<file path="config.mk">
export PLATFORM = sky130hd
export DESIGN_NAME = dla_top
export DESIGN_NICKNAME = d
export VERILOG_FILES = /design/src/common/dla_pkg.sv /design/src/hdl/dla_addr_gen.sv /design/src/hdl/dla_byte_steer.sv /design/src/hdl/dla_top.sv
export SDC_FILE = /design/constraint.sdc
export NUM_CORES = 1
export LEC_CHECK = 0
export ABC_AREA = 1
export BUFFER_PORTS_ARGS = -buffer_cell sky130_fd_sc_hd__buf_2
export CAP_MARGIN = 20
export CELL_PAD_IN_SITES_DETAIL_PLACEMENT = 0
export CELL_PAD_IN_SITES_GLOBAL_PLACEMENT = 1
export CORE_MARGIN = 2
export CORE_UTILIZATION = 37
export DETAILED_ROUTE_END_ITERATION = 8
export PLACE_DENSITY_LB_ADDON = 0.1
export SETUP_SLACK_MARGIN = 0.02
export SYNTH_ARGS = -nofsm -noshare
export SYNTH_HDL_FRONTEND = slang
export SYNTH_SLANG_ARGS = --single-unit
</file>
<file path="constraint.sdc">
create_clock -name clock -period 4.7 [get_ports clock]
set_input_delay 0.94 -clock clock [delete_from_list [all_inputs] [get_ports clock]]
set_output_delay 0.94 -clock clock [all_outputs]
set_load 0.01 [all_outputs]
</file>
<file path="src/common/dla_pkg.sv">
// Constants, field layouts and carrier types of the doubleword load address unit.
// Assumes one 40 MHz clock and a synchronous active-low reset in every user.
// Contract
// - Address is base register plus optional register or 5-bit unsigned constant offset.
// - Unit bit zero picks first data unit and A file, one picks B file.
// - Destination file bit zero writes A file, one writes B file.
// - Recognised by doubleword flag one and load/store field equal to 110.
// - Destination field is even, so instruction bit 23 is zero.
// - Offset is shifted left by three before add or subtract.
// - Pre and offset modes address the result; post modes address the unmodified base.
// - Mode bits: update base, register offset, post modify, add.
// - Without offset, increments step one unit and plain offsets are zero.
// - Linear arithmetic, circular for bases 4 to 7 as the mode register says.
// - Lower word to even register, upper word to odd register of one file.
// - Bytes of the doubleword are assembled per the endian mode.
// - Little endian: first word to even register; big endian: to odd register.
// - Updated base is visible one cycle after issue; here base_wr is valid one cycle after E1, two cycles after issue.
// - Pair written in the fifth execute phase; address unit busy one cycle.
package dla_pkg;
  // ----------------------------------------------------------------
  // Instruction fields
  // ----------------------------------------------------------------
  localparam int unsigned DST_LSB      = 23;
  localparam int unsigned DST_EVEN_BIT = 23;
  localparam int unsigned BASE_LSB     = 18;
  localparam int unsigned OFS_LSB      = 13;
  localparam int unsigned MODE_LSB     = 9;
  localparam int unsigned DW_BIT       = 8;
  localparam int unsigned UNIT_BIT     = 7;
  localparam int unsigned LDST_LSB     = 4;
  localparam int unsigned DFILE_BIT    = 1;
  localparam logic [2:0]  LDST_DW      = 3'h6;
  localparam logic        DW_FLAG      = 1'h1;
  localparam int unsigned MODE_UPD     = 3;
  localparam int unsigned MODE_REG     = 2;
  localparam int unsigned MODE_POST    = 1;
  localparam int unsigned MODE_ADD     = 0;
  localparam int unsigned SCALE_SHIFT  = 3;
  localparam logic [4:0]  CIRC_FIRST   = 5'h04;
  localparam logic [4:0]  CIRC_LAST    = 5'h07;
  localparam int unsigned DELAY_SLOTS  = 4;
  // ----------------------------------------------------------------
  // Register map
  // ----------------------------------------------------------------
  localparam int unsigned ADDR_W        = 8;
  localparam logic [7:0]  REG_ADDR_MODE = 8'h00;
  localparam logic [7:0]  REG_CONTROL   = 8'h04;
  localparam logic [7:0]  REG_STATUS    = 8'h08;
  localparam logic [7:0]  REG_LAST_ADDR = 8'h0C;
  localparam int unsigned AM_BSIZE_LSB  = 8;
  localparam int unsigned CTRL_LITTLE   = 0;
  localparam int unsigned ST_ILLEGAL    = 0;
  localparam int unsigned ST_MISALIGN   = 1;
  localparam int unsigned ST_BUSY       = 2;
  localparam logic [31:0] ADDR_MODE_RST = 32'h0000_0000;
  localparam logic [31:0] CONTROL_RST   = 32'h0000_0001;
  localparam logic [1:0]  RESP_OKAY     = 2'h0;
  localparam logic [1:0]  RESP_SLVERR   = 2'h2;

  typedef struct packed {
    logic        valid;
    logic        file_b;
    logic [4:0]  idx;
    logic [31:0] value;
  } dla_reg_wr_t;

  typedef struct packed {
    logic        valid;
    logic        file_b;
    logic [4:0]  even_idx;
    logic [31:0] even_value;
    logic [31:0] odd_value;
  } dla_pair_wr_t;

  typedef struct packed {
    logic       valid;
    logic       file_b;
    logic [4:0] idx;
    logic       little;
  } dla_ldq_t;
endpackage

</file>
<file path="src/hdl/dla_addr_gen.sv">
// Address arithmetic for one doubleword load: scaling, add or subtract, circular wrap.
// Assumes the offset is already chosen between register, constant and default.
module dla_addr_gen (
  input  wire logic [31:0] base,
  input  wire logic [31:0] offset,
  input  wire logic [3:0]  mode,
  input  wire logic        circular,
  input  wire logic [4:0]  bsize,
  output logic      [31:0] addr,
  output logic      [31:0] next_base
);
  import dla_pkg::*;

  logic [31:0] step;
  logic [31:0] result;
  logic [31:0] mask;

  always_comb begin
    step   = offset << SCALE_SHIFT;
    // Block is 2^(bsize+1) bytes; only the bits inside it move.
    mask   = (32'h0000_0002 << bsize) - 32'h0000_0001;
    result = mode[MODE_ADD] ? base + step : base - step;
    if (circular) begin
      result = (base & ~mask) | (result & mask);
    end
    addr      = mode[MODE_POST] ? base : result;
    next_base = result;
  end
endmodule

</file>
<file path="src/hdl/dla_byte_steer.sv">
// Splits a returned doubleword into the even and odd register values.
// Assumes byte 0 of the doubleword, at the lowest address, sits in bits 7:0.
module dla_byte_steer (
  input  wire logic [63:0] rdata,
  input  wire logic        little,
  output logic      [31:0] even_value,
  output logic      [31:0] odd_value
);
  import dla_pkg::*;

  function automatic logic [31:0] swap32(input logic [31:0] w);
    return {w[7:0], w[15:8], w[23:16], w[31:24]};
  endfunction

  always_comb begin
    if (little) begin
      even_value = rdata[31:0];
      odd_value  = rdata[63:32];
    end else begin
      odd_value  = swap32(rdata[31:0]);
      even_value = swap32(rdata[63:32]);
    end
  end
endmodule

</file>
<file path="src/hdl/dla_top.sv">
// Doubleword load address unit: decode, address generation, base update and pair write.
// Assumes register file reads answer in the same cycle and memory data arrives in E4.
//
// Chosen here: the address map and the AXI4-Lite register port.
module dla_top (
  input  wire logic                  clock,
  input  wire logic                  reset_n,
  input  wire logic                  issue_valid,
  input  wire logic [31:0]           issue_instr,
  input  wire logic                  issue_cond_true,
  input  wire logic                  issue_no_offset,
  output logic                       rd_file_b,
  output logic      [4:0]            rd_base_idx,
  output logic      [4:0]            rd_offset_idx,
  input  wire logic [31:0]           rd_base_value,
  input  wire logic [31:0]           rd_offset_value,
  output dla_pkg::dla_reg_wr_t       base_wr,
  output logic                       mem_req,
  output logic      [31:0]           mem_addr,
  input  wire logic [63:0]           mem_rdata,
  output dla_pkg::dla_pair_wr_t      dst_wr,
  input  wire logic                  s_axi_awvalid,
  output logic                       s_axi_awready,
  input  wire logic [dla_pkg::ADDR_W-1:0] s_axi_awaddr,
  input  wire logic                  s_axi_wvalid,
  output logic                       s_axi_wready,
  input  wire logic [31:0]           s_axi_wdata,
  input  wire logic [3:0]            s_axi_wstrb,
  output logic                       s_axi_bvalid,
  input  wire logic                  s_axi_bready,
  output logic      [1:0]            s_axi_bresp,
  input  wire logic                  s_axi_arvalid,
  output logic                       s_axi_arready,
  input  wire logic [dla_pkg::ADDR_W-1:0] s_axi_araddr,
  output logic                       s_axi_rvalid,
  input  wire logic                  s_axi_rready,
  output logic      [31:0]           s_axi_rdata,
  output logic      [1:0]            s_axi_rresp
);
  import dla_pkg::*;

  // ----------------------------------------------------------------
  // Declarations
  // ----------------------------------------------------------------
  logic              is_dw;
  logic              dw_ok;
  logic              e1_valid;
  logic              e1_pred;
  logic              e1_no_ofs;
  logic              e1_little;
  logic              e1_dfile_b;
  logic [3:0]        e1_mode;
  logic [4:0]        e1_dst;
  logic [4:0]        e1_const;
  logic              fire;
  logic              circular;
  logic [31:0]       offset;
  logic [31:0]       agen_addr;
  logic [31:0]       agen_next;
  logic [31:0]       even_value;
  logic [31:0]       odd_value;
  dla_ldq_t          ldq [DELAY_SLOTS-1];
  logic [31:0]       addr_mode;
  logic [31:0]       control;
  logic              st_illegal;
  logic              st_misalign;
  logic              busy;
  logic [31:0]       last_addr;
  logic              aw_full;
  logic              w_full;
  logic [ADDR_W-1:0] aw_addr;
  logic [31:0]       w_data;
  logic [3:0]        w_strb;
  logic              aw_hs;
  logic              w_hs;
  logic              ar_hs;
  logic              do_write;
  logic              set_illegal;
  logic              set_misalign;
  logic              clr_status;
  logic [31:0]       read_mux;
  logic              read_ok;

  function automatic logic [31:0] merge(input logic [31:0] old, input logic [31:0] d,
                                        input logic [3:0] strb);
    logic [31:0] r;
    r = old;
    for (int i = 0; i < 4; i++) begin
      if (strb[i]) begin
        r[8*i +: 8] = d[8*i +: 8];
      end
    end
    return r;
  endfunction

  // ----------------------------------------------------------------
  // Decode and first execute phase
  // ----------------------------------------------------------------
  assign is_dw = issue_valid && (issue_instr[DW_BIT] == DW_FLAG)
                 && (issue_instr[LDST_LSB +: 3] == LDST_DW);
  assign dw_ok = is_dw && !issue_instr[DST_EVEN_BIT];
  assign set_illegal = is_dw && issue_instr[DST_EVEN_BIT];

  always_ff @(posedge clock) begin
    if (!reset_n) begin
      e1_valid      <= 1'h0;
      e1_pred       <= 1'h0;
      e1_no_ofs     <= 1'h0;
      e1_little     <= 1'h0;
      e1_dfile_b    <= 1'h0;
      e1_mode       <= 4'h0;
      e1_dst        <= 5'h00;
      e1_const      <= 5'h00;
      rd_file_b     <= 1'h0;
      rd_base_idx   <= 5'h00;
      rd_offset_idx <= 5'h00;
    end else begin
      e1_valid <= dw_ok;
      e1_pred  <= issue_cond_true;
      if (dw_ok) begin
        e1_no_ofs     <= issue_no_offset;
        e1_little     <= control[CTRL_LITTLE];
        e1_dfile_b    <= issue_instr[DFILE_BIT];
        e1_mode       <= issue_instr[MODE_LSB +: 4];
        e1_dst        <= issue_instr[DST_LSB +: 5];
        e1_const      <= issue_instr[OFS_LSB +: 5];
        rd_file_b     <= issue_instr[UNIT_BIT];
        rd_base_idx   <= issue_instr[BASE_LSB +: 5];
        rd_offset_idx <= issue_instr[OFS_LSB +: 5];
      end
    end
  end

  assign fire = e1_valid && e1_pred;
  assign circular = (rd_base_idx >= CIRC_FIRST) && (rd_base_idx <= CIRC_LAST)
                    && addr_mode[{rd_file_b, rd_base_idx[1:0]}];

  always_comb begin
    if (e1_no_ofs) begin
      offset = {31'h0000_0000, e1_mode[MODE_UPD]};
    end else if (e1_mode[MODE_REG]) begin
      offset = rd_offset_value;
    end else begin
      offset = {27'h000_0000, e1_const};
    end
  end

  dla_addr_gen u_agen (
    .base      (rd_base_value),
    .offset    (offset),
    .mode      (e1_mode),
    .circular  (circular),
    .bsize     (addr_mode[AM_BSIZE_LSB +: 5]),
    .addr      (agen_addr),
    .next_base (agen_next)
  );

  // ----------------------------------------------------------------
  // Base update and memory request
  // ----------------------------------------------------------------
  always_ff @(posedge clock) begin
    if (!reset_n) begin
      base_wr  <= '0;
      mem_req  <= 1'h0;
      mem_addr <= 32'h0000_0000;
    end else begin
      base_wr.valid <= fire && e1_mode[MODE_UPD];
      base_wr.file_b <= rd_file_b;
      base_wr.idx    <= rd_base_idx;
      base_wr.value  <= agen_next;
      mem_req <= fire;
      if (fire) begin
        mem_addr <= agen_addr;
      end
    end
  end

  // ----------------------------------------------------------------
  // Load pipeline and pair write
  // ----------------------------------------------------------------
  always_ff @(posedge clock) begin
    if (!reset_n) begin
      for (int i = 0; i < DELAY_SLOTS - 1; i++) begin
        ldq[i] <= '0;
      end
    end else begin
      ldq[0] <= '{valid: fire, file_b: e1_dfile_b, idx: e1_dst, little: e1_little};
      for (int i = 1; i < DELAY_SLOTS - 1; i++) begin
        ldq[i] <= ldq[i-1];
      end
    end
  end

  dla_byte_steer u_steer (
    .rdata      (mem_rdata),
    .little     (ldq[DELAY_SLOTS-2].little),
    .even_value (even_value),
    .odd_value  (odd_value)
  );

  always_ff @(posedge clock) begin
    if (!reset_n) begin
      dst_wr <= '0;
    end else begin
      dst_wr.valid      <= ldq[DELAY_SLOTS-2].valid;
      dst_wr.file_b     <= ldq[DELAY_SLOTS-2].file_b;
      dst_wr.even_idx   <= ldq[DELAY_SLOTS-2].idx;
      dst_wr.even_value <= even_value;
      dst_wr.odd_value  <= odd_value;
    end
  end

  // ----------------------------------------------------------------
  // Status
  // ----------------------------------------------------------------
  assign set_misalign = fire && (agen_addr[2:0] != 3'h0);
  assign clr_status = do_write && (aw_addr == REG_STATUS) && w_strb[0];

  always_ff @(posedge clock) begin
    if (!reset_n) begin
      st_illegal  <= 1'h0;
      st_misalign <= 1'h0;
      busy        <= 1'h0;
      last_addr   <= 32'h0000_0000;
    end else begin
      // A new event in the clearing cycle wins over the clear.
      st_illegal  <= set_illegal || (st_illegal && !(clr_status && w_data[ST_ILLEGAL]));
      st_misalign <= set_misalign || (st_misalign && !(clr_status && w_data[ST_MISALIGN]));
      busy        <= e1_valid || ldq[0].valid || ldq[1].valid || ldq[2].valid;
      if (fire) begin
        last_addr <= agen_addr;
      end
    end
  end

  // ----------------------------------------------------------------
  // Register bus
  // ----------------------------------------------------------------
  assign aw_hs    = s_axi_awvalid && s_axi_awready;
  assign w_hs     = s_axi_wvalid && s_axi_wready;
  assign ar_hs    = s_axi_arvalid && s_axi_arready;
  assign do_write = aw_full && w_full && !s_axi_bvalid;

  always_ff @(posedge clock) begin
    if (!reset_n) begin
      aw_full       <= 1'h0;
      w_full        <= 1'h0;
      aw_addr       <= '0;
      w_data        <= 32'h0000_0000;
      w_strb        <= 4'h0;
      s_axi_awready <= 1'h0;
      s_axi_wready  <= 1'h0;
    end else begin
      aw_full       <= (aw_full || aw_hs) && !do_write;
      w_full        <= (w_full || w_hs) && !do_write;
      s_axi_awready <= !((aw_full || aw_hs) && !do_write);
      s_axi_wready  <= !((w_full || w_hs) && !do_write);
      if (aw_hs) begin
        aw_addr <= s_axi_awaddr;
      end
      if (w_hs) begin
        w_data <= s_axi_wdata;
        w_strb <= s_axi_wstrb;
      end
    end
  end

  always_ff @(posedge clock) begin
    if (!reset_n) begin
      addr_mode    <= ADDR_MODE_RST;
      control      <= CONTROL_RST;
      s_axi_bvalid <= 1'h0;
      s_axi_bresp  <= RESP_OKAY;
    end else begin
      if (do_write) begin
        s_axi_bvalid <= 1'h1;
        s_axi_bresp  <= RESP_OKAY;
        unique case (aw_addr)
          REG_ADDR_MODE: addr_mode <= merge(addr_mode, w_data, w_strb);
          REG_CONTROL:   control <= merge(control, w_data, w_strb);
          REG_STATUS, REG_LAST_ADDR: ;
          default:       s_axi_bresp <= RESP_SLVERR;
        endcase
      end else if (s_axi_bready) begin
        s_axi_bvalid <= 1'h0;
      end
    end
  end

  always_comb begin
    read_ok = 1'h1;
    unique case (s_axi_araddr)
      REG_ADDR_MODE: read_mux = addr_mode;
      REG_CONTROL:   read_mux = control;
      REG_STATUS:    read_mux = {29'h0000_0000, busy, st_misalign, st_illegal};
      REG_LAST_ADDR: read_mux = last_addr;
      default: begin
        read_mux = 32'h0000_0000;
        read_ok  = 1'h0;
      end
    endcase
  end

  always_ff @(posedge clock) begin
    if (!reset_n) begin
      s_axi_arready <= 1'h0;
      s_axi_rvalid  <= 1'h0;
      s_axi_rdata   <= 32'h0000_0000;
      s_axi_rresp   <= RESP_OKAY;
    end else begin
      s_axi_arready <= !(ar_hs || (s_axi_rvalid && !s_axi_rready));
      if (ar_hs) begin
        s_axi_rvalid <= 1'h1;
        s_axi_rdata  <= read_mux;
        s_axi_rresp  <= read_ok ? RESP_OKAY : RESP_SLVERR;
      end else if (s_axi_rready) begin
        s_axi_rvalid <= 1'h0;
      end
    end
  end
endmodule

</file>
* Word-level counts from Yosys, hierarchy flattened *
Memory sizes are Yosys's and may differ from the RTL's.
Cells that the tools add are included.

operators by class
  reduce and logical (&&, ||, !) cells = 55
  bitwise operators = 7
  add/sub/neg operators = 3
  magnitude comparators = 3
  shifts and indexed selects = 1
  eq/ne operators = 7
  mux-type cells = 22

operators with widths
  cell                                                            count
  two-way mux 32 bit                                              5
  case mux 32 bit (4 select lines)                                1
  AND 32 bit                                                      2
  two-way mux 29 bit                                              2
  adder 32 bit                                                    1
  == test 8 x 4 -> 1 bit, second input constant                   4
  NOT 32 bit                                                      1
  OR 32 bit                                                       1
  << shifter 2 x 5 -> 32 bit, first input constant                1
  subtractor 32 x 1 -> 32 bit, second input constant              1
  subtractor 32 bit                                               1
  two-way mux 8 bit                                               3
  AND reduction 3 bit                                             8
  logical AND 1 bit                                               23
  == test 8 x 3 -> 1 bit, second input constant                   2
  logical NOT 8 bit                                               2
  logical NOT 1 bit                                               9
  logical OR 1 bit                                                8
  two-way mux 1 bit                                               8
  OR reduction 4 bit                                              2
  < comparator 3 x 6 -> 1 bit, second input constant              1
  >= comparator 5 x 3 -> 1 bit, second input constant             1
  less-or-equal comparator 5 x 3 -> 1 bit, second input constant  1
  two-way mux 2 bit                                               2
  5 further kinds                                                 8

word-level totals
  logic and storage cells = 144
  register bits after elaboration = 322
  memories = 1
  bits of input ports = 222
  memory bits (writable) = 24
  output and inout port bits = 195

memory list
  name  words  width  read ports  clocked after Yosys merged registers in  write ports  line           RTL
  ldq   3      8      3           0                                        3            dla_top.sv:62  dla_ldq_t ldq [DELAY_SLOTS-1];

* Longest topological paths before layout *
Gate-level depths: netlist of the first run.

  depth after elaboration = 11
  gate-level depth with buffers = 29
  gate-level depth less buffers = 29

* Cells and area by module *
A second synthesis of the first run with hierarchy kept.

unflattened totals
  cell total of the unflattened synthesis = 2,642
  area, all modules = 17,488.0 µm²

modules (own cells, without submodules)
  module          instances  seq. area each (µm²)  cells each  area an instance (µm²)
  dla_top         1          6,866.6               1,660       12,563.3
  dla_addr_gen    1          0.0                   776         4,080.2
  dla_byte_steer  1          0.0                   206         844.6

* Least setup slack after synthesis of the first run *
OpenSTA, ideal clock, no wires.

  path type = input-to-reg
  start point = in rd_offset_value[0]
  end point = reg last_addr[22]
  path slack = 1.014 ns
  data required time = 4.568 ns
  arrival time = 3.554 ns
  setup time = 0.132 ns
  cell stages on the path = 22
  buffers on the path = 0
  path through = o21ai_1 > nand2_1 > inv_1 > ha_1 > nand2_1 > nor2_2 > inv_1 > nor2_2 > nand4_2 > nand2_1 > o21ai_0 > xnor2_1 > ha_1 > a21oi_1 > o21ai_0 > a21oi_1 > nand3_1 > or2_2 > nand3b_1 > nand3_1 > nand2_1 > a21oi_1

between the ends
  longest elaborated chain between the ends = 8
  elaborated cells between the ends (all ways) = 9
  classes of those cells = add/sub (2); mux (5); bitwise (2)

ends and longest elaborated chain
  what                                                      line                RTL
  from (decl)                                               dla_top.sv:16       input wire logic [31:0] rd_offset_value,
  two-way mux 29 bit *                                      dla_top.sv:141      end else if (e1_mode[MODE_REG]) begin
  two-way mux 29 bit *                                      dla_top.sv:139      if (e1_no_ofs) begin
  subtractor 32 bit / adder 32 bit (equally long branches)  dla_addr_gen.sv:22  result = mode[MODE_ADD] ? base + step : base - step;
  two-way mux 32 bit *                                      dla_addr_gen.sv:22
  AND 32 bit                                                dla_addr_gen.sv:24  result = (base & ~mask) | (result & mask);
  OR 32 bit                                                 dla_addr_gen.sv:24
  two-way mux 32 bit *                                      dla_addr_gen.sv:23  if (circular) begin
  two-way mux 32 bit *                                      dla_addr_gen.sv:26  addr = mode[MODE_POST] ? base : result;
  to (signal assigned)                                      dla_top.sv:231      last_addr <= agen_addr;
  to (decl)                                                 dla_top.sv:68       logic [31:0] last_addr;

Mark *: on every way between the ends. The rest lies on a longest branch, timed or not.
A chain may end at the register's enable or synchronous reset.

* Final worst setup path of the first run *
  start point = reg e1_mode[2]
  end point = reg last_addr[22]

between the ends
  longest elaborated chain between the ends = 8
  elaborated cells between the ends (all ways) = 9
  classes of those cells = add/sub (2); mux (5); bitwise (2)

ends and longest elaborated chain
  what                                                      line                RTL
  from (decl)                                               dla_top.sv:52       logic [3:0] e1_mode;
  from (signal assigned)                                    dla_top.sv:124      e1_mode <= issue_instr[MODE_LSB +: 4];
  two-way mux 29 bit *                                      dla_top.sv:141
  two-way mux 29 bit *                                      dla_top.sv:139
  subtractor 32 bit / adder 32 bit (equally long branches)  dla_addr_gen.sv:22
  two-way mux 32 bit *                                      dla_addr_gen.sv:22
  AND 32 bit                                                dla_addr_gen.sv:24
  OR 32 bit                                                 dla_addr_gen.sv:24
  two-way mux 32 bit *                                      dla_addr_gen.sv:23
  two-way mux 32 bit *                                      dla_addr_gen.sv:26

Marked as above.

==> summary.txt, run 1 <==
Global routing
  – Vias in the first global route: 14,500
  – Global-route wire length before repair: 82,900 µm
  – All-layer global routing usage: 0.241
  – Largest net degree at the start of global routing: 229
  – Initial antenna violation count: 4
  – GRT overflow: 0

Logic synthesis
  – Synth warn: 0
  – Post-synth ARST share: 0
  – Primary FF master, synth: dfxtp_1
  – Post-synthesis sequential area ratio: 0.437
  – Top-area cell type share of the netlist area: 0.437
  – Post-synthesis simple-gate area fraction: 0.277
  – Post-synth top area cell: dfxtp_1
  – Most frequent cell after synthesis: nand2_1
  – Avg Cell Area, Syn: 6.92 µm²
  – Mux cell area share after synthesis: 0
  – Top cells by count, synth: nand2_1, nor2_1, dfxtp_1
  – Post-synthesis adder-cell area fraction: 0.0276
  – Ranking of synthesized cells by area: dfxtp_1, nand2_1, nor2_1
  – Mapped cell area: 15,700 µm²
  – Largest family of logic cells by synthesized area: simple AND/OR/NAND/NOR gates
  – Post-synthesis cell type count: 50
  – Post-Synth XOR/XNOR Area: 0.0212
  – Synth Area in Compound Gates: 0.162
  – Synth Register Bits: 343
  – EDFF count, synth: 0
  – Synth Instances: 2,269

Power and ir drop
  – Net Switching: 2.00 mW
  – Comb pwr share: 0.159
  – Internal power: 5.16 mW
  – Leak: 9.40 nW
  – Sw frac: 0.279
  – Pwr/cell area: 370 nW/µm²
  – Flop pwr share: 0.431
  – Final total power: 7.16 mW
  – Clock share of power: 0.411
  – Peak VDD IR: 0.230 mV

Die
  – DIE WIDTH: 210 µm
  – Rows: 75
  – Die Area: 44,100 µm²
  – Core area: 41,900 µm²
  – Initial Utilization: 0.374
  – Die Y-Extent: 210 µm
  – IO Pins: 417

Status
  – Status: completed

Routing
  – DR vias: 15,800
  – DR iter-0 viols: 925
  – Post-Route WL: 55,100 µm
  – Final ANT Viol Nets: 0
  – WL/cell: 17.3 µm
  – Drt via density: 4.94
  – # DRC: 0
  – Drt first pass iters: 6

STA
  – Fin. Hold Viols: 0
  – Worst relative slew slack: 0.287
  – Actual slew at the worst max-slew pin: 1.07 ns
  – Period Utilization, post-route: 0.878
  – Fin Clk Skew: 0.0180 ns
  – Setup violators final: 0
  – Setup tns final: 0 ns
  – Max Clk Rate: 242 MHz
  – Final Max Slew Viols: 0
  – RSZ-0062 raised after global routing: no
  – Min cycle time layout: 4.12 ns
  – Hold_ws: 0.407 ns

Critical path
  – WS Path Type: reg2reg
  – CP max stage cell: dfxtp_1
  – Max incr delay on CP: 0.43 ns
  – Critical Path AT: 4.51 ns
  – Worst path most repeated cell: nand2_1
  – R2r endpoint: last_addr[22]
  – Reg-to-reg setup timing slack: 0.58 ns
  – Worst Setup Start Kind: flop
  – Crit path max fanout: 8
  – Crit path cell chain: inv_4, o21ai_1, nand2_1, inv_1, ha_1, nand2_1, nor2_2, inv_1, nor2_2, nand4_2, nand2_1, o21ai_0, xnor2_1, ha_1, a21oi_1, o21ai_0, a21oi_1, nand3_1, or2_2, nand3b_1, nand3_1, nand2_1, a21oi_1
  – Worst flop-to-flop path startpoint: e1_mode[2]
  – Critical Path RT: 5.09 ns
  – CP startpoint: e1_mode[2]
  – CP endpoint kind: flop
  – Worst reg-to-reg path cell count: 23

Hold path
  – WHS Endpoint: ldq[0][14]
  – Worst hold path type: reg2reg
  – Depth of the worst hold-timing path: 2
  – HP Start: ldq[0][6]

Layout
  – Area growth syn-to-layout: 23.1%
  – Filler instances: 4,440
  – Layout cells sized above 1: 0.190
  – Final Net Count: 2,880

CTS
  – CTS Root Cell: clkbuf_16
  – Total CTS buffers: 40
  – CTS tree: yes
  – Bufs on Longest Clock Path: 3
  – Cts hold-fix bufs: 0
  – Post-CTS Setup Inserts: 0
  – Clock-pin slew on the worst setup and hold paths: 0.06 ns
  – Skew-Pair Late Insertion Delay: 0.56 ns
  – Clock sinks: 343
  – Resized cells post-CTS: 0
  – H-tree levels: 2

Placement
  – Final Wtd Congestion: 0.876
  – Post-DP HPWL: 42,000 µm
  – Port buffer count: 404

Run
  – Max cap viols: 0
-- how the worst max path moves through the flow --
stage / slack [ns] / to / depth (start not counted)
6_report: 0.58 / last_addr[22] / 23
5_1_grt: 0.03 / last_addr[22] / 23
4_1_cts: 0.60 / last_addr[22] / 23
3_5_place_dp: 0.13 / last_addr[22] / 23
3_3_place_gp: 0.19 / last_addr[22] / 23
2_1_floorplan: 1.01 / last_addr[22] / 22
-- stage by stage --
step,worst slack (ns),std cells,utilization,area (µm²)
detailed placement,0.125,3120,0.431,18100
global route,0.0343,3191,0.461,19300
CTS,0.600,3187,0.460,19300
global placement,0.189,3119,0.431,18100
floorplan,1.01,2270,-,15700
finish,0.575,3191,0.461,19300
-- area by class of cell --
cell class / count / area, µm² / area share
multi-input cells: 1631 / 7670 / 0.397
repair buffers: 418 / 2170 / 0.112
diodes: 3 / 7.51 / 0.000389
inverters: 190 / 717 / 0.0371
clock buffers: 62 / 1180 / 0.0613
clock inverters: 5 / 36.3 / 0.00188
well taps: 539 / 674 / 0.0349
flip-flops and latches: 343 / 6870 / 0.355
-- power groups by stage --
stage	registers [mW]	clock network, mW	logic, mW
after floorplan	3.17	0	0.657
after global placement	3.14	0	1.13
after detailed placement	3.15	0	1.13
after CTS	3.08	3.02	1.14
after global routing	3.09	3.13	1.28
final	3.08	2.94	1.13
-- flip-flops by register name, summed over array words and instances (netlist names), 4 cells and up --
name	count
addr_mode	32
base_wr	39
w_data	32
rd_base_idx	5
w_strb	4
last_addr	32
s_axi_rdata	32
ldq	24
e1_const	5
control	32
e1_dst	5
aw_addr	8
dst_wr	71
e1_mode	4
-- worst max-delay path, delay by kind of cell (launching register included) --
family | cells | cell delay, ns
compound gates | 6 | 0.95
buf+inv | 3 | 0.30
flops | 1 | 0.43
simple gates | 11 | 1.51
fa+ha+maj | 2 | 0.52
xor+xnor | 1 | 0.24
-- routing by layer --
metal / track usage / vias to the layer above / part of all wire
li1: - / 8021 / -
met1: 0.324 / 7242 / 0.45
met2: 0.394 / 414 / 0.46
met3: 0.0411 / 84 / 0.055
met4: 0.0761 / 2 / 0.027
met5: 0 / - / 0.00024
-- cell families after synthesis --
logic type,after synthesis
fa+ha+maj,34
flops,343
buf+inv,296
other cells,1
compound gates,482
simple gates,1075
xor+xnor,38
-- placed cells by master, fill, tap and decap left out, drive strengths merged, types with 3 or more instances in the layout --
cell      n
nand2   482
nor2    442
buf     418
dfxtp   343
o21ai   260
inv     191
a21oi   181
nand3   104
clkbuf   62
ha       33
xor2     25
nand4    16
o211ai   15
xnor2    13
nor3     12
nand3b    6
nor4      6
o22ai     5
o21bai    5
a21o      4
clkinv    4
or2       4
diode     3
o31ai     3
Note: power is estimated with default switching activity, not from simulation.
==> run 2: changes to the inputs <==
ABC_AREA = default   (was 1)
CAP_MARGIN = default   (was 20)
CORE_UTILIZATION = 39   (was 37)
==> run 2 against run 1 <==
  * Wire length decreased by 6.2%
  * Highest routed layer unchanged
  * Final area is 2.6% higher
  * Non-clock buffer count is 103 higher
  * Critical path depth is 1 higher
==> summary.txt, run 2 <==
Routing
  – WL/cell: 18.5 µm
  – DR vias: 14,400
  – # DRC: 0
  – Drt via density: 5.15
  – Final ANT Viol Nets: 0
  – Post-Route WL: 51,700 µm
  – Drt first pass iters: 5
  – DR iter-0 viols: 1,001

Hold path
  – Depth of the worst hold-timing path: 1
  – Worst hold path type: reg2reg

STA
  – RSZ-0062 raised after global routing: no
  – Final Max Slew Viols: 0
  – Period Utilization, post-route: 0.923
  – Max Clk Rate: 231 MHz
  – Worst relative slew slack: 0.270
  – Fin Clk Skew: 0.0166 ns
  – Actual slew at the worst max-slew pin: 1.10 ns
  – Fin. Hold Viols: 0
  – Min cycle time layout: 4.34 ns
  – Setup violators final: 0

Critical path
  – Critical Path RT: 5.16 ns
  – Crit path max fanout: 3
  – Worst Setup Start Kind: input port
  – CP endpoint kind: flop
  – WS Path Type: in2reg
  – Critical Path AT: 4.79 ns
  – Worst reg-to-reg path cell count: 23

Layout
  – Commonest non-fill, non-tap cell in the layout: buf_2
  – Design area: 19,800 µm²
  – Area growth syn-to-layout: 28.7%
  – Final Net Count: 2,506
  – Largest Register: dst_wr
  – Layout Utilization: 0.511
  – Filler instances: 3,808
  – Largest regs: dst_wr x71, base_wr x39
  – Layout cells sized above 1: 0.269
  – Most frequent cells in the layout: buf_2, dfxtp_1, nand2_1
  – Ant diodes: 0
  – Largest register FFs: 71

Die
  – DIE WIDTH: 203 µm
  – Rows: 72
  – IO Pins: 417
  – Die Area: 41,100 µm²
  – Die Y-Extent: 203 µm
  – Core area: 38,800 µm²
  – Initial Utilization: 0.397

CTS
  – Total CTS buffers: 38
  – CTS Root Cell: clkbuf_16
  – Clock sinks: 343
  – Bufs on Longest Clock Path: 3
  – Post-CTS Setup Inserts: 0
  – H-tree levels: 2
  – Resized cells post-CTS: 0
  – Clock-pin slew on the worst setup and hold paths: 0.06 ns
  – CTS tree: yes
  – Cts hold-fix bufs: 0
  – Skew-Pair Late Insertion Delay: 0.58 ns

Logic synthesis
  – Synth warn: 0
  – Ranking of synthesized cells by area: dfxtp_1, mux2i_1, nand2_1
  – Post-synth top area cell: dfxtp_1
  – Avg Cell Area, Syn: 8.52 µm²
  – Synth Instances: 1,808
  – Most frequent cell after synthesis: dfxtp_1
  – Post-synthesis cell type count: 77
  – Synth Register Bits: 343
  – EDFF count, synth: 0
  – Post-synth ARST share: 0
  – Top-area cell type share of the netlist area: 0.446
  – Primary FF master, synth: dfxtp_1
  – Post-synthesis sequential area ratio: 0.446
  – Top cells by count, synth: dfxtp_1, nand2_1, nor2_1
  – Mapped cell area: 15,400 µm²

Power and ir drop
  – Pwr/cell area: 346 nW/µm²
  – Leak: 8.93 nW
  – Peak VDD IR: 0.259 mV

Global routing
  – Global-route wire length before repair: 77,800 µm
  – Initial antenna violation count: 1
  – Largest net degree at the start of global routing: 165
  – Vias in the first global route: 13,300
  – GRT overflow: 0
  – All-layer global routing usage: 0.243

Placement
  – Port buffer count: 404
  – Post-DP HPWL: 38,500 µm
  – Area post-placement: 18,500 µm²
  – Final Wtd Congestion: 0.933

Run
  – Max cap viols: 0

Status
  – Status: completed
run 2: critical path: stages:
cell and delay [ns]:
buf_2 0.10, mux2i_1 0.14, o21ai_1 0.10, inv_1 0.07, ha_1 0.15, o21ai_1 0.10
nor2_1 0.16, nand2_1 0.11, nor3_1 0.19, o21ai_0 0.11, o31a_1 0.11, a21oi_1 0.13
buf_4 0.15, ha_1 0.24, a21o_1 0.21, a21oi_1 0.26, o21a_1 0.18, o21ai_0 0.15
a2111oi_2 0.41, buf_4 0.17, nor3b_1 0.06, nor3_1 0.24, a31oi_1 0.08, o31a_1 0.24
run 2: worst paths after layout:
path	from	end	slack [ns]
hold reg to reg	ldq[0][0]	ldq[0][8]	0.43
setup reg to reg	e1_mode[2]	last_addr[28]	0.40
hold / removal	ldq[0][0]	ldq[0][8]	0.43
setup / recovery	rd_offset_value[0]	last_addr[28]	0.36
run 2: area by class of cell:
type	count	area, µm²	area share
clock inverters	12	121	0.00612
flip-flops and latches	343	6870	0.347
multi-input cells	1328	8030	0.405
repair buffers	521	2910	0.147
clock buffers	57	1160	0.0588
well taps	518	648	0.0327
inverters	18	75.1	0.00379
run 2: routing by layer:
metal	global-route usage	vias up	part of all wire
li1	-	7188	-
met1	0.325	6702	0.45
met2	0.402	454	0.46
met3	0.0457	71	0.066
met4	0.0673	2	0.023
met5	0	-	0.00025
run 2: kinds of logic (layout without fill, tap and decap cells):
logic type      after synthesis  count (layout)  share of synthesized area
simple gates                675             675                      0.197
mux                         161             161                      0.109
other cells                   1               2                   0.000243
buf+inv                     138             608                     0.0351
xor+xnor                     30              30                     0.0175
flops                       343             343                      0.446
compound gates              426             426                      0.167
fa+ha+maj                    34              34                     0.0281
run 2: metrics by stage:
stage	total power, mW	hold slack [ns]	TNS (ns)	instances	worst slack [ns]
6_report	6.87	0.428	0	2797	0.364
5_1_grt	7.14	0.440	0	2797	0.0349
4_1_cts	6.93	0.433	0	2797	0.265
3_5_place_dp	3.89	0.419	-1.70	2728	-0.257
3_3_place_gp	3.88	0.413	-1.13	2728	-0.211
2_1_floorplan	3.49	0.412	0	1809	0.265
run 2: power breakdown:
part | switching, mW | internal [mW] | total [mW]
logic | 0.454 | 0.340 | 0.794
clock network | 1.26 | 1.78 | 3.04
registers | 0.0430 | 2.99 | 3.04
total | 1.75 | 5.12 | 6.87
==> run 3: changes to the inputs <==
CTS_BUF_LIST = sky130_fd_sc_hd__clkbuf_16   (was default)
==> run 3 against run 2 <==
  * Flip-flop and latch count unchanged
  * Wire length about the same
  * Global-route usage barely moved
  * Highest routed layer unchanged
==> summary.txt, run 3 (same netlist as run 2, synthesis figures left out) <==
Routing
  – DR vias: 14,400
  – DR iter-0 viols: 974
  – Uppermost layer routed: met5
  – WL/cell: 18.5 µm
  – WL met1: 23,300 µm
  – Drt via density: 5.16
  – # DRC: 0
  – Drt first pass iters: 5
  – Final ANT Viol Nets: 0
  – Metal2 WL: 24,000 µm
  – Post-Route WL: 51,600 µm
  – Met3 WL: 3210 µm

Hold path
  – Worst hold path type: reg2reg

Placement
  – Post-DP HPWL: 38,500 µm
  – Pre-CTS setup slack: -0.257 ns
  – Area post-placement: 18,500 µm²
  – Final Wtd Congestion: 0.933
  – Port buffer count: 404

Layout
  – Commonest non-fill, non-tap cell in the layout: buf_2
  – Final Net Count: 2,506
  – Design area: 19,700 µm²
  – Largest regs: dst_wr x71, base_wr x39
  – Most frequent cells in the layout: buf_2, dfxtp_1, nand2_1
  – Largest Register: dst_wr
  – Ant diodes: 0
  – Largest register FFs: 71
  – Layout cells sized above 1: 0.265
  – Area growth syn-to-layout: 28.0%

Die
  – IO Pins: 417
  – Die Area: 41,100 µm²
  – Initial Utilization: 0.397
  – Die Y-Extent: 203 µm
  – DIE WIDTH: 203 µm
  – Core area: 38,800 µm²
  – Rows: 72

Global routing
  – All-layer global routing usage: 0.243
  – GRT overflow: 0
  – Largest net degree at the start of global routing: 165
  – Vias in the first global route: 13,300
  – Global-route wire length before repair: 77,700 µm
  – Initial antenna violation count: 1

Status
  – Status: completed

Power and ir drop
  – Leak: 8.91 nW
  – Final total power: 6.68 mW
  – Peak VDD IR: 0.246 mV
  – Pwr/cell area: 339 nW/µm²

CTS
  – Clock-pin slew on the worst setup and hold paths: 0.06 ns
  – Skew-Pair Late Insertion Delay: 0.57 ns
  – Clock sinks: 343
  – Total CTS buffers: 38
  – CTS tree: yes
  – H-tree levels: 2
  – CTS Root Cell: clkbuf_16
  – Bufs on Longest Clock Path: 3

Critical path
  – Worst Setup Start Kind: input port
  – WS Path Type: in2reg
  – Crit path max fanout: 3
  – Critical Path AT: 4.83 ns
  – CP endpoint kind: flop
  – Critical Path RT: 5.16 ns

STA
  – Final Max Slew Viols: 0
  – Max Clk Rate: 228 MHz
  – Fin Clk Skew: 0.0141 ns
  – Worst relative slew slack: 0.270
  – Actual slew at the worst max-slew pin: 1.10 ns
  – Final worst slack: 0.323 ns
  – Min cycle time layout: 4.38 ns
  – Period Utilization, post-route: 0.931
  – Setup tns final: 0 ns
  – Fin. Hold Viols: 0
  – Setup violators final: 0
  – RSZ-0062 raised after global routing: no

Run
  – Max cap viols: 0
## run 3: power breakdown
group	internal (mW)	total (mW)	switching (mW)
clock network	1.60	2.85	1.25
logic	0.340	0.794	0.454
registers	2.99	3.04	0.0428
total	4.94	6.68	1.74
## run 3: worst max-delay path, stage by stage
cell and delay (ns):
buf_2 0.10, mux2i_1 0.14, o21ai_1 0.10, inv_1 0.07
ha_1 0.15, o21ai_1 0.10, nor2_1 0.16, nand2_1 0.11
nor3_1 0.19, o21ai_0 0.11, o31a_1 0.11, a21oi_1 0.13
buf_4 0.15, ha_1 0.24, a21o_1 0.21, a21oi_1 0.27
o21a_1 0.18, o21ai_0 0.16, a2111oi_2 0.41, buf_4 0.18
nor3b_1 0.06, nor3_1 0.24, a31oi_1 0.08, o31a_1 0.24
## run 3: final cells by class
class,instances,area [µm²]
inverters,18,75.1
well taps,518,648
multi-input cells,1328,8030
repair buffers,521,2910
flip-flops and latches,343,6870
fillers,3814,19100
clock inverters,29,185
clock buffers,40,1000
## run 3: worst paths after layout
kind | start | to | slack (ns) | depth (start not counted)
setup / recovery | rd_offset_value[0] | last_addr[28] | 0.32 | 24
hold / removal | ldq[0][0] | ldq[0][8] | 0.43 | 1
setup reg to reg | e1_mode[2] | last_addr[28] | 0.36 | 23
hold reg to reg | ldq[0][0] | ldq[0][8] | 0.43 | 1
## run 3: layer usage
metal | vias up | track usage
met5 | - | 0
met4 | 2 | 0.0670
met1 | 6716 | 0.325
li1 | 7190 | -
met2 | 459 | 0.402
met3 | 71 | 0.0457
## run 3: stage by stage
step,hold slack [ns],utilization,std cells
floorplan,0.412,-,1809
global placement,0.413,0.477,2728
detailed placement,0.419,0.477,2728
CTS,0.432,0.508,2797
global route,0.442,0.508,2797
finish,0.429,0.508,2797
## run 3: what timing repair did
action / 4_1_cts / 5_1_grt
hold buffers: 0 / 0
resized for setup: 0 / 3
setup endpoints to repair: 0 / 7
buffers inserted: 0 / 0
